[src/pkg/bank_sel_pkg.sv]
package bank_sel_pkg;
  // Register byte offsets
  localparam logic [7:0] CTRL_OFF     = 8'h00;
  localparam logic [7:0] ELEM_EN_OFF  = 8'h04;
  localparam logic [7:0] STATUS_OFF   = 8'h08;
  localparam logic [7:0] INT_STAT_OFF = 8'h0c;
  localparam logic [7:0] INT_CLR_OFF  = 8'h10;
  localparam logic [7:0] INT_EN_OFF   = 8'h14;
  localparam logic [7:0] LOG_CNT_OFF  = 8'h18;
  localparam logic [7:0] LOG_DATA_OFF = 8'h1c;
  localparam logic [7:0] SET_DATA_OFF = 8'h20;
  localparam logic [7:0] SW_BANK_OFF  = 8'h24;
  // Control fields
  localparam int CTRL_BRK_EN = 0;
  localparam int CTRL_OC_EN  = 1;
  localparam int CTRL_HV_EN  = 2;
  localparam int CTRL_LV_EN  = 3;
  localparam int CTRL_LF_EN  = 4;
  localparam int CTRL_BRK_POL = 5;
  localparam int CTRL_EDIT_LSB = 8;
  localparam int EDIT_W = 3;
  localparam logic [31:0] CTRL_RST = 32'h0000_0020;
  localparam logic [31:0] ELEM_EN_RST = 32'h0000_0000;
  // Status fields
  localparam int ST_ACT_LSB = 0;
  localparam int ST_DES_LSB = 2;
  localparam int ST_PEND   = 4;
  localparam int ST_CLOSED = 5;
  localparam int ST_HELD   = 6;
  localparam int ST_REQ_LSB = 8;
  // Event bits
  localparam int EV_CHANGE = 0;
  localparam int EV_HELD   = 1;
  localparam int EV_OVF    = 2;
  localparam int N_EV      = 3;
  // Banks: code 0..3 is bank 1..4
  localparam int N_BANK = 4;
  localparam logic [1:0] BANK_RST = 2'h0;
  localparam logic [2:0] SW_BANK_MIN = 3'h1;
  localparam logic [2:0] SW_BANK_MAX = 3'h4;
  // Log entry fields
  localparam int LOG_NEW_LSB = 0;
  localparam int LOG_OLD_LSB = 2;
  localparam int LOG_SRC     = 4;
  localparam int LOG_TS_LSB  = 16;
  localparam int TS_W        = 16;
  localparam int LOG_DEPTH   = 16;
  localparam int SYNC_STAGES = 2;
  typedef enum logic {ST_STEADY, ST_PENDING} hold_st_t;
endpackage

[src/design/bank_selector.sv]
`timescale 1ns/1ps
// What this block does
// - After reset bank 1 is active until software or a request input moves it.
// - Writing 1 to 4 into the software bank register requests that bank.
// - Protection elements get settings only from the active bank.
// - The indicator shows the active bank always and follows each change.
// - With several request inputs high, the highest-numbered one wins.
// - Releasing the top request falls back to the next one, or to bank 1.
// - Every change of active bank writes an entry into the event log, except when the log is full (16 entries) and not read in that cycle: then it is dropped.
// - Breaker open or closed is derived from the breaker-state input.
// - With the breaker inhibit on, changes wait while the breaker is open.
// - With the overcurrent inhibit on, changes wait on enabled OC pickups.
// - With the high-voltage inhibit on, changes wait on enabled OV pickups.
// - With the low-voltage inhibit on, changes wait on enabled UV pickups.
// - With the low-frequency inhibit on, changes wait on enabled UF pickups.
// - Pickups of disabled elements never hold off a change.
module bank_selector #(
  parameter int ELEMS = 4
) (
  // Clock and reset
  input  wire logic             sys_clk,
  input  wire logic             rst,
  // Wishbone slave
  input  wire logic             wb_cyc_i,
  input  wire logic             wb_stb_i,
  input  wire logic             wb_we_i,
  input  wire logic [7:0]       wb_adr_i,
  input  wire logic [3:0]       wb_sel_i,
  input  wire logic [31:0]      wb_dat_i,
  output logic      [31:0]      wb_dat_o,
  output logic                  wb_ack_o,
  // Pins: bank requests for banks 2..4, breaker state
  input  wire logic [2:0]       grp_req_pin,
  input  wire logic             brk_state_pin,
  // Element pickups
  input  wire logic [ELEMS-1:0] oc_pickup,
  input  wire logic [ELEMS-1:0] ov_pickup,
  input  wire logic [ELEMS-1:0] uv_pickup,
  input  wire logic [ELEMS-1:0] uf_pickup,
  // Bank outputs and interrupt
  output logic      [1:0]       active_bank,
  output logic      [31:0]      bank_setting,
  output logic      [3:0]       bank_led,
  output logic                  irq
);
  initial begin
    if (ELEMS < 1 || ELEMS > 8)
      $error("ELEMS must be 1 to 8 to fit the enable register");
  end

  // Highest asserted request, 0 when none
  function automatic logic [1:0] req_bank(input logic [2:0] req);
    if (req[2]) return 2'h3;
    else if (req[1]) return 2'h2;
    else if (req[0]) return 2'h1;
    else return 2'h0;
  endfunction

  // Byte-lane merge for writes
  function automatic logic [31:0] merge(input logic [31:0] old,
                                        input logic [31:0] wd,
                                        input logic [3:0] sel);
    logic [31:0] m;
    m = {{8{sel[3]}}, {8{sel[2]}}, {8{sel[1]}}, {8{sel[0]}}};
    return (old & ~m) | (wd & m);
  endfunction

  // Synchronisers for the pins
  logic [2:0] req_s1_r, req_s2_r;
  logic       brk_s1_r, brk_s2_r;
  always_ff @(posedge sys_clk) begin
    if (rst) begin
      req_s1_r <= 3'h0;
      req_s2_r <= 3'h0;
      brk_s1_r <= 1'b0;
      brk_s2_r <= 1'b0;
    end else begin
      req_s1_r <= grp_req_pin;
      req_s2_r <= req_s1_r;
      brk_s1_r <= brk_state_pin;
      brk_s2_r <= brk_s1_r;
    end
  end

  logic [31:0]       ctrl_r, ctrl_nxt;
  logic [31:0]       elem_r, elem_nxt;
  logic [31:0]       set_r [bank_sel_pkg::N_BANK];
  logic [31:0]       set_nxt [bank_sel_pkg::N_BANK];
  logic [1:0]        act_r, act_nxt, des_r, des_nxt, rprev_r, rprev_nxt;
  logic              src_r, src_nxt;
  bank_sel_pkg::hold_st_t st_r, st_nxt;
  logic [bank_sel_pkg::N_EV-1:0] ist_r, ist_nxt, ien_r, ien_nxt, ev;
  logic [bank_sel_pkg::TS_W-1:0] ts_r;
  logic              ack_r, ack_nxt;
  logic [3:0]        led_r, led_nxt;
  logic [31:0]       dat_r, dat_nxt, bset_r;
  logic              closed, hold_c, go, hit, acc, wr, pop;
  logic [1:0]        rq, edit_idx;
  logic [2:0]        edit, swv;
  logic [31:0]       log_word, log_rd, status;
  logic              log_ovf;
  logic [$clog2(bank_sel_pkg::LOG_DEPTH+1)-1:0] log_cnt;
  logic [ELEMS-1:0]  oc_m, ov_m, uv_m, uf_m;

  // Hold-off terms; disabled elements are masked out first
  always_comb begin
    closed = brk_s2_r == ctrl_r[bank_sel_pkg::CTRL_BRK_POL];
    oc_m = oc_pickup & elem_r[0*ELEMS +: ELEMS];
    ov_m = ov_pickup & elem_r[1*ELEMS +: ELEMS];
    uv_m = uv_pickup & elem_r[2*ELEMS +: ELEMS];
    uf_m = uf_pickup & elem_r[3*ELEMS +: ELEMS];
    hold_c = (ctrl_r[bank_sel_pkg::CTRL_BRK_EN] && !closed)
          || (ctrl_r[bank_sel_pkg::CTRL_OC_EN] && |oc_m)
          || (ctrl_r[bank_sel_pkg::CTRL_HV_EN] && |ov_m)
          || (ctrl_r[bank_sel_pkg::CTRL_LV_EN] && |uv_m)
          || (ctrl_r[bank_sel_pkg::CTRL_LF_EN] && |uf_m);
    go = des_r != act_r && !hold_c;
  end

  // Bus decode; a write lands on the edge that ends the cycle
  always_comb begin
    hit  = wb_cyc_i && wb_stb_i;
    acc  = hit && ack_r;
    wr   = acc && wb_we_i;
    pop  = acc && !wb_we_i && wb_adr_i == bank_sel_pkg::LOG_DATA_OFF;
    edit = ctrl_r[bank_sel_pkg::CTRL_EDIT_LSB +: bank_sel_pkg::EDIT_W];
    edit_idx = (edit == 3'h0 || edit > bank_sel_pkg::SW_BANK_MAX)
             ? act_r : 2'(edit - 3'h1);
    swv  = wb_dat_i[2:0];
    rq   = req_bank(req_s2_r);
    status = 32'h0;
    status[bank_sel_pkg::ST_ACT_LSB +: 2] = act_r;
    status[bank_sel_pkg::ST_DES_LSB +: 2] = des_r;
    status[bank_sel_pkg::ST_PEND]   = st_r == bank_sel_pkg::ST_PENDING;
    status[bank_sel_pkg::ST_CLOSED] = closed;
    status[bank_sel_pkg::ST_HELD]   = hold_c;
    status[bank_sel_pkg::ST_REQ_LSB +: 3] = req_s2_r;
  end

  // Register, selection and interrupt next state
  always_comb begin
    ctrl_nxt  = ctrl_r;
    elem_nxt  = elem_r;
    set_nxt   = set_r;
    ien_nxt   = ien_r;
    des_nxt   = des_r;
    src_nxt   = src_r;
    act_nxt   = act_r;
    st_nxt    = st_r;
    rprev_nxt = rq;
    ack_nxt   = hit && !ack_r;
    dat_nxt   = dat_r;
    ev        = '0;
    // a new top request, or none, retargets the bank
    if (rq != rprev_r) begin
      des_nxt = rq;
      src_nxt = 1'b1;
    end
    if (wr) begin
      if (wb_adr_i == bank_sel_pkg::CTRL_OFF) begin
        ctrl_nxt = merge(ctrl_r, wb_dat_i, wb_sel_i);
      end else if (wb_adr_i == bank_sel_pkg::ELEM_EN_OFF) begin
        elem_nxt = merge(elem_r, wb_dat_i, wb_sel_i);
      end else if (wb_adr_i == bank_sel_pkg::INT_EN_OFF) begin
        ien_nxt = wb_sel_i[0] ? wb_dat_i[bank_sel_pkg::N_EV-1:0] : ien_r;
      end else if (wb_adr_i == bank_sel_pkg::SET_DATA_OFF) begin
        set_nxt[edit_idx] = merge(set_r[edit_idx], wb_dat_i, wb_sel_i);
      end else if (wb_adr_i == bank_sel_pkg::SW_BANK_OFF) begin
        // software request, taken over a same-cycle input change
        if (wb_sel_i[0] && swv >= bank_sel_pkg::SW_BANK_MIN
            && swv <= bank_sel_pkg::SW_BANK_MAX) begin
          des_nxt = 2'(swv - 3'h1);
          src_nxt = 1'b0;
        end
      end
    end
    // apply only with no hold; otherwise stay pending
    case (st_r)
      bank_sel_pkg::ST_STEADY: begin
        if (go) begin
          act_nxt = des_r;
          ev[bank_sel_pkg::EV_CHANGE] = 1'b1;
        end else if (des_r != act_r) begin
          st_nxt = bank_sel_pkg::ST_PENDING;
          ev[bank_sel_pkg::EV_HELD] = 1'b1;
        end
      end
      bank_sel_pkg::ST_PENDING: begin
        if (go) begin
          act_nxt = des_r;
          ev[bank_sel_pkg::EV_CHANGE] = 1'b1;
          st_nxt = bank_sel_pkg::ST_STEADY;
        end else if (des_r == act_r) begin
          st_nxt = bank_sel_pkg::ST_STEADY;
        end
      end
      default: st_nxt = bank_sel_pkg::ST_STEADY;
    endcase
    // Indicator is built from the next bank so it lands with active_bank
    led_nxt = 4'h1 << act_nxt;
    ev[bank_sel_pkg::EV_OVF] = log_ovf;
    // Set wins over a clear in the same cycle
    ist_nxt = ist_r | ev;
    if (wr && wb_adr_i == bank_sel_pkg::INT_CLR_OFF && wb_sel_i[0]) begin
      ist_nxt = (ist_r & ~wb_dat_i[bank_sel_pkg::N_EV-1:0]) | ev;
    end
    // Read data is captured with the ack; unmapped reads give zero
    if (hit && !ack_r) begin
      if (wb_adr_i == bank_sel_pkg::CTRL_OFF) dat_nxt = ctrl_r;
      else if (wb_adr_i == bank_sel_pkg::ELEM_EN_OFF) dat_nxt = elem_r;
      else if (wb_adr_i == bank_sel_pkg::STATUS_OFF) dat_nxt = status;
      else if (wb_adr_i == bank_sel_pkg::INT_STAT_OFF)
        dat_nxt = 32'(ist_r);
      else if (wb_adr_i == bank_sel_pkg::INT_EN_OFF)
        dat_nxt = 32'(ien_r);
      else if (wb_adr_i == bank_sel_pkg::LOG_CNT_OFF)
        dat_nxt = 32'(log_cnt);
      else if (wb_adr_i == bank_sel_pkg::LOG_DATA_OFF)
        dat_nxt = log_cnt != '0 ? log_rd : 32'h0;
      else if (wb_adr_i == bank_sel_pkg::SET_DATA_OFF)
        dat_nxt = set_r[edit_idx];
      else if (wb_adr_i == bank_sel_pkg::SW_BANK_OFF)
        dat_nxt = 32'({1'b0, act_r} + 3'h1);
      else dat_nxt = 32'h0;
    end
  end

  // Registers only
  always_ff @(posedge sys_clk) begin
    if (rst) begin
      ctrl_r  <= bank_sel_pkg::CTRL_RST;
      elem_r  <= bank_sel_pkg::ELEM_EN_RST;
      for (int i = 0; i < bank_sel_pkg::N_BANK; i++) set_r[i] <= 32'h0;
      ien_r   <= '0;
      ist_r   <= '0;
      act_r   <= bank_sel_pkg::BANK_RST;
      des_r   <= bank_sel_pkg::BANK_RST;
      rprev_r <= 2'h0;
      src_r   <= 1'b0;
      st_r    <= bank_sel_pkg::ST_STEADY;
      ack_r   <= 1'b0;
      dat_r   <= 32'h0;
      ts_r    <= '0;
      bset_r  <= 32'h0;
      led_r   <= 4'h1;
    end else begin
      ctrl_r  <= ctrl_nxt;
      elem_r  <= elem_nxt;
      set_r   <= set_nxt;
      ien_r   <= ien_nxt;
      ist_r   <= ist_nxt;
      act_r   <= act_nxt;
      des_r   <= des_nxt;
      rprev_r <= rprev_nxt;
      src_r   <= src_nxt;
      st_r    <= st_nxt;
      ack_r   <= ack_nxt;
      dat_r   <= dat_nxt;
      ts_r    <= ts_r + 1'b1;
      bset_r  <= set_r[act_r];
      led_r   <= led_nxt;
    end
  end

  // log entry for each change: time, source, old and new bank
  always_comb begin
    log_word = 32'h0;
    log_word[bank_sel_pkg::LOG_NEW_LSB +: 2] = des_r;
    log_word[bank_sel_pkg::LOG_OLD_LSB +: 2] = act_r;
    log_word[bank_sel_pkg::LOG_SRC] = src_r;
    log_word[bank_sel_pkg::LOG_TS_LSB +: bank_sel_pkg::TS_W] = ts_r;
  end

  event_log #(
    .DEPTH (bank_sel_pkg::LOG_DEPTH),
    .W     (32)
  ) u_log (
    .sys_clk   (sys_clk),
    .rst       (rst),
    .push      (ev[bank_sel_pkg::EV_CHANGE]),
    .push_data (log_word),
    .overflow  (log_ovf),
    .pop       (pop),
    .rd_data   (log_rd),
    .count     (log_cnt)
  );

  assign active_bank  = act_r;
  assign bank_setting = bset_r;
  assign bank_led     = led_r;
  assign irq          = |(ist_r & ien_r);
  assign wb_ack_o     = ack_r;
  assign wb_dat_o     = dat_r;
endmodule

[src/design/event_log.sv]
`timescale 1ns/1ps
module event_log #(
  parameter int DEPTH = bank_sel_pkg::LOG_DEPTH,
  parameter int W     = 32
) (
  // Clock and reset
  input  wire logic                   sys_clk,
  input  wire logic                   rst,
  // Write side
  input  wire logic                   push,
  input  wire logic [W-1:0]           push_data,
  output logic                        overflow,
  // Read side
  input  wire logic                   pop,
  output logic [W-1:0]                rd_data,
  output logic [$clog2(DEPTH+1)-1:0]  count
);
  localparam int AW = $clog2(DEPTH);
  localparam int CW = $clog2(DEPTH+1);

  initial begin
    if (DEPTH < 2 || (DEPTH & (DEPTH - 1)) != 0)
      $error("event_log depth must be a power of two, at least 2");
  end

  logic [W-1:0]  mem_r [DEPTH];
  logic [AW-1:0] wp_r, wp_nxt, rp_r, rp_nxt;
  logic [CW-1:0] cnt_r, cnt_nxt;
  logic          ovf_r, ovf_nxt;
  logic          do_push, do_pop;

  // Full log drops the newest entry, unless a pop frees a slot in the same cycle, so older history is kept
  always_comb begin
    do_pop  = pop && cnt_r != '0;
    do_push = push && (cnt_r != CW'(DEPTH) || do_pop);
    wp_nxt  = do_push ? wp_r + AW'(1) : wp_r;
    rp_nxt  = do_pop ? rp_r + AW'(1) : rp_r;
    cnt_nxt = cnt_r + CW'(do_push) - CW'(do_pop);
    ovf_nxt = push && !do_push;
  end

  // Pointer state
  always_ff @(posedge sys_clk) begin
    if (rst) begin
      wp_r  <= '0;
      rp_r  <= '0;
      cnt_r <= '0;
      ovf_r <= 1'b0;
    end else begin
      wp_r  <= wp_nxt;
      rp_r  <= rp_nxt;
      cnt_r <= cnt_nxt;
      ovf_r <= ovf_nxt;
    end
  end

  // Storage needs no reset
  always_ff @(posedge sys_clk) begin
    if (do_push) begin
      mem_r[wp_r] <= push_data;
    end
  end

  assign rd_data  = mem_r[rp_r];
  assign count    = cnt_r;
  assign overflow = ovf_r;
endmodule

[config.mk]
export PLATFORM = sky130hd
export DESIGN_NAME = bank_selector
export DESIGN_NICKNAME = d
export VERILOG_FILES = /design/src/pkg/bank_sel_pkg.sv /design/src/design/bank_selector.sv /design/src/design/event_log.sv
export SDC_FILE = /design/constraint.sdc
export NUM_CORES = 1
export LEC_CHECK = 0
export BUFFER_PORTS_ARGS = -buffer_cell sky130_fd_sc_hd__buf_2
export CAP_MARGIN = 40
export CORE_ASPECT_RATIO = 1.1
export CORE_MARGIN = 2
export CORE_UTILIZATION = 63
export DETAILED_ROUTE_END_ITERATION = 8
export PLACE_DENSITY = 0.91
export SYNTH_ARGS = -nofsm -noshare
export SYNTH_HDL_FRONTEND = slang
export SYNTH_SLANG_ARGS = --single-unit
[constraint.sdc]
create_clock -name sys_clk -period 8.54 [get_ports sys_clk]
set_input_delay 1.708 -clock sys_clk [delete_from_list [all_inputs] [get_ports sys_clk]]
set_output_delay 1.708 -clock sys_clk [all_outputs]
set_load 0.02 [all_outputs]
==> reports/qor.yml, run 1 <==
logic_synthesis:
  ys_types: 64
  syn-cell-area_sq_mm: 0.0272
  synth_top_cells_by_count: "edfxtp_1, dfxtp_1, nor2_1, nand2_1, a21oi_1"
  synth_fa_ha_area_frac: 0.00809
  netlist_instances: 2281
  synth_edf_count: 336
  synth-main-ff-cell: "edfxtp_1"
  netlist.area_leader.share: 0.371
  synthMuxAreaShare: 0.115
  yosys.area_share.simple: 0.136
  yosys_warnings: 0
  synth_top_family_by_area: "simple AND/OR/NAND/NOR gates"
  synth_compound_area_frac: 0.101
  synth_xor_area_frac: 0.00809
  synth.area.top_cells: "edfxtp_1, dfxtp_1, mux4_2, nor2_1, a21oi_1"
  syn_nets: 2367
  syn_area_per_cell_sq_um: 11.9
  yosysMostFrequentCell: "edfxtp_1"
  synth_seq_cells: 653
  ys_seq_area_frac: 0.604
  async_flop_share: 0
  yosys.area.top_type: "edfxtp_1"
sta:
  setup_ws_ps: 4390
  slew_headroom: 0.328
  rsz0062_at_grt: "no"
  fin_skew_ps: 38.4
  period_minus_slack_ps: 4150
  tns_ps: 0
  fmax_mhz: 241
  fin_crit_sh: 0.486
  worst_slew_pin_slew_ps: 1010
  maxSlewViolCount: 0
  final_hold_viol_count: 0
  setup_viol: 0
worst_setup_path:
  cp-start-kind: "input port"
  path_max_fanout: 19
  cp.depth: 8
  critical-path-slowest-cell: "or4b_1"
  required_ps: 8890
  crit_path_end: "u_log.mem_r[4][7]"
  cp-end-kind: "register"
  regToRegSetupSlack_ps: 5010
  regToRegEndpoint: "wb_dat_o[3]"
  crit_family: "simple AND/OR/NAND/NOR gates"
  cp.arrival_ps: 4500
  cp_slowest_stage_delay_ps: 750
  worstRegToRegCells: 6
  reg2reg_from: "active_bank[1]"
  criticalPathCategory: "input port to register"
  worstPathCellList: "buf_2 -> or4b_1 -> nor3_1 -> or4_1 -> nor4b_4 -> buf_6 -> and3_1 -> buf_8"
  startpoint: "wb_adr_i[5]"
  cp_num_buf_inv: 3
placement:
  routabilityCongestion: 0.904
  place_inst: 2879
  portBuffers: 140
  dp_hpwl_mm: 48.8
  dp_slack_ps: 3790
clock_tree:
  cts_hold_buf: 0
  cts_tree: "yes"
  cts_resized: 0
  cts-buffers-inserted: 60
  clk_path_buf_depth: 3
  h-tree-depth: 2
  cts_root_buffer: "clkbuf_16"
  clock-sinks: 653
  post_cts_buffers: 0
  clock_latency_ps: 650
  path_clk_slew_ps: 70
floorplan:
  io_pins: 141
  start_util: 0.640
  rows: 79
  fp.dieH_um: 222
  die_w_um: 202
  die-area_sq_mm: 0.0449
  fp.coreArea_sq_mm: 0.0425
finish:
  stdcell_count: 2994
  nNetsFinal: 2463
  insertedDiodeCount: 0
  fillCellCount: 2486
  area_growth_pct: 13.4
  final_util: 0.726
  seq_area_sq_mm: 0.0164
  multi_input_area_sq_mm: 0.0100
  drive_gt1_frac: 0.183
route:
  wl_mm: 80.7
  viasPerCell: 7.03
  drtAntennaViolNets: 0
  vias: 21000
  drc: 0
  drtPass1Iterations: 6
  avgRoutedWirePerCell_um: 26.9
  dr.first_iter.drc_count: 3759
power:
  p_leak_nw: 10.6
  irDropWorstVdd_mv: 0.178
  finalPower_mw: 6.71
  power_density_mw_per_mm2: 217
flow_run:
  cap_violations: 0
outcome:
  status: "finished, final reports clean"
grt:
  antenna_found_initial: 1
  first_global_vias: 20500
  grtUsageTotal: 0.356
  grt_pass1_wl_mm: 122
  use_met2: 0.585
  grt_max_degree: 143
  met3_usage: 0.0691
  globalRouteOverflowTotal: 0
  busiest_layer: "met2"
  use_met1: 0.446
min_path:
  hold_class: "register to register"
## final cells by class
type | count | area share
clock inverter | 32 | 0.0157
timing repair buffer | 195 | 0.0466
inverter | 24 | 0.00292
sequential | 653 | 0.533
clock buffer | 80 | 0.0537
tap | 567 | 0.0230
multi-input combinational | 1443 | 0.325
## cell families after synthesis
| kind of cell | after synthesis |
|---|---|
| AO/OA/AOI/OAI | 439 |
| XOR/XNOR | 23 |
| adder cells (fa/ha/maj) | 17 |
| buffers and inverters | 185 |
| flip-flops | 653 |
| multiplexers | 165 |
| AND/OR/NAND/NOR | 799 |
## through the flow
stage                     hold WS (ps)  instance area (sq um)
after global placement             424                  28200
after floorplan                    413                  27200
after detailed placement           424                  28700
after global routing               457                  30900
after CTS                          426                  30800
final                              415                  30900
## worst min-delay path by stage
stage,from,to,slack [ps],cells after the start
floorplan,u_log.overflow,ist_r[2],410,2
global placement,u_log.overflow,ist_r[2],420,2
detailed placement,u_log.overflow,ist_r[2],420,2
CTS,u_log.overflow,ist_r[2],430,2
global route,req_s1_r[1],req_s2_r[1],460,1
finish,u_log.overflow,ist_r[2],410,2
## routing by layer
metal | up-vias | routed length (um) | share of wire
li1 | 8678 | - | -
met1 | 10100 | 27500 | 0.34
met2 | 1888 | 38700 | 0.48
met3 | 396 | 9490 | 0.12
met4 | 0 | 5010 | 0.062
met5 | - | 0 | 0
## layout by cell type (no fill, tap or decap), drive strengths merged, types with 18 or more instances in the layout
cell type  netlist  routed
buf             49     195
o22ai           67      67
o31ai           20      20
edfxtp         336     336
mux4           116     116
clkbuf         112      80
a21oi          143     143
dfxtp          317     317
nand3           74      74
clkinv           0      18
nor2b           77      77
mux2i           42      42
a22oi           19      19
o21ai           72      72
nor2           297     297
nor3           124     124
inv             24      24
a211oi          76      76
nand2          167     167
## worst min-delay path: stages (launching register included)
cell,delay (ps)
dfxtp_1,310
a21oi_1,40
nor2_1,70
## report_power, final
part           leakage [nW]  internal (mW)  total, mW  switching [mW]
Clock                  1.05           1.73       2.92            1.20
Sequential             5.68           3.33       3.38          0.0493
Combinational          3.89          0.138      0.404           0.266
Total                  10.6           5.20       6.71            1.51
Note: power is estimated with default switching activity, not from simulation.
==> run 2: changes to the inputs <==
--- a/config.mk
+++ b/config.mk
@@ -9,9 +9,9 @@
 export CAP_MARGIN = 40
 export CORE_ASPECT_RATIO = 1.1
 export CORE_MARGIN = 2
-export CORE_UTILIZATION = 63
+export CORE_UTILIZATION = 55
 export DETAILED_ROUTE_END_ITERATION = 8
-export PLACE_DENSITY = 0.91
+export PLACE_DENSITY = 0.85
 export SYNTH_ARGS = -nofsm -noshare
 export SYNTH_HDL_FRONTEND = slang
 export SYNTH_SLANG_ARGS = --single-unit
==> constraint.sdc (replaced) <==
create_clock -name sys_clk -period 3.5 [get_ports sys_clk]
set_input_delay 0.7 -clock sys_clk [delete_from_list [all_inputs] [get_ports sys_clk]]
set_output_delay 0.7 -clock sys_clk [all_outputs]
set_load 0.02 [all_outputs]
==> reports/qor.yml, run 2 (synthesis gave the netlist of run 1 again) <==
placement:
  portBuffers: 140
  routabilityCongestion: 0.930
  dp_slack_ps: 150
  dp_hpwl_mm: 47.8
route:
  avgRoutedWirePerCell_um: 24.4
  vias: 20400
  drtPass1Iterations: 7
  viasPerCell: 6.59
  drtAntennaViolNets: 0
  drc: 0
  wl_mm: 75.4
  dr.first_iter.drc_count: 3420
finish:
  final_util: 0.632
  insertedDiodeCount: 0
  mostFrequentLayoutCell: "edfxtp_1"
  area_growth_pct: 13.6
  nNetsFinal: 2480
  fillCellCount: 3428
  drive_gt1_frac: 0.187
  mostFrequentLayoutCells: "edfxtp_1, dfxtp_1, nor2_1"
sta:
  fmax_mhz: 315
  period_minus_slack_ps: 3170
  fin_crit_sh: 0.907
  setup_ws_ps: 326
  whs_ps: 296
  setup_viol: 0
  maxSlewViolCount: 0
  slew_headroom: 0.376
  fin_skew_ps: 17.4
  final_hold_viol_count: 0
  worst_slew_pin_slew_ps: 928
  rsz0062_at_grt: "no"
grt:
  grt_pass1_wl_mm: 115
  globalRouteOverflowTotal: 0
  grtUsageTotal: 0.290
  antenna_found_initial: 0
  first_global_vias: 20000
  grt_max_degree: 202
worst_setup_path:
  cp-end-kind: "register"
  required_ps: 4030
  criticalPathCategory: "register to register"
  cp.arrival_ps: 3710
  cp-start-kind: "register"
  path_max_fanout: 17
floorplan:
  io_pins: 141
  start_util: 0.556
  fp.dieH_um: 237
  die_w_um: 216
  rows: 85
  fp.coreArea_sq_mm: 0.0489
  die-area_sq_mm: 0.0513
clock_tree:
  cts_tree: "yes"
  h-tree-depth: 2
  cts_hold_buf: 0
  clock_latency_ps: 630
  cts_root_buffer: "clkbuf_16"
  cts_resized: 0
  path_clk_slew_ps: 70
  clk_path_buf_depth: 3
  clock-sinks: 653
  cts-buffers-inserted: 59
  post_cts_buffers: 0
power:
  power_density_mw_per_mm2: 510
  irDropWorstVdd_mv: 0.345
  p_leak_nw: 10.6
flow_run:
  cap_violations: 0
outcome:
  status: "finished, final reports clean"
min_path:
  hold_class: "input port to register"
[run 2: changes by cell type in the layout (fill, tap and decap cells not counted), sizes merged]
cell,before,now
bufinv,12,6
clkinvlp,2,4
clkbuf,80,76
inv,24,25
clkinv,18,24
buf,195,213
[run 2: final timing paths]
check                               startpoint     endpoint  slack [ps]  cells after the start
worst max register to register        register   set_r[125]         330                      9
worst min-delay path            grp_req_pin[1]  req_s1_r[1]         300                      2
worst max-delay path                  register   set_r[125]         330                      9
worst min register to register     req_s1_r[1]  req_s2_r[1]         440                      1
[run 2: routing by layer]
layer | up-vias | part of all wire | global-route usage
li1 | 8707 | - | -
met1 | 9898 | 0.35 | 0.359
met2 | 1449 | 0.48 | 0.478
met3 | 345 | 0.10 | 0.0592
met4 | 0 | 0.062 | 0.164
met5 | - | 0 | 0
[run 2: area by class of cell]
class / count / area (sq um) / share of cell area
clock buffers: 76 / 1620 / 0.0525
clock inverters: 35 / 338 / 0.0109
inverters: 24 / 90.1 / 0.00291
multi-input cells: 1443 / 10000 / 0.325
flip-flops and latches: 653 / 16400 / 0.532
well taps: 652 / 816 / 0.0264
repair buffers: 213 / 1570 / 0.0508
[run 2: per-stage QoR]
stage	instance area (sq um)	instances	power [mW]	setup TNS (ps)
6_report	30900	3096	15.8	0
3_5_place_dp	29000	2985	9.33	0
4_1_cts	30900	3096	15.8	0
5_1_grt	30900	3096	16.2	0
2_1_floorplan	27200	2281	8.96	-21880
3_3_place_gp	29000	2985	9.27	0
[run 2: report_power, final]
group	internal (mW)	total (mW)	switching (mW)
clock	3.72	6.59	2.87
sequential	8.13	8.22	0.0858
combinational	0.358	0.979	0.621
total	12.2	15.8	3.58
[run 2: critical path, stage by stage, from the launching register on]
cell and delay (ps):
dfxtp_1 520, inv_1 90, ha_1 270, xnor2_4 340, mux2_2 510, buf_4 360
o22ai_1 150, o31ai_1 490, nor2_1 90, nor3_1 210
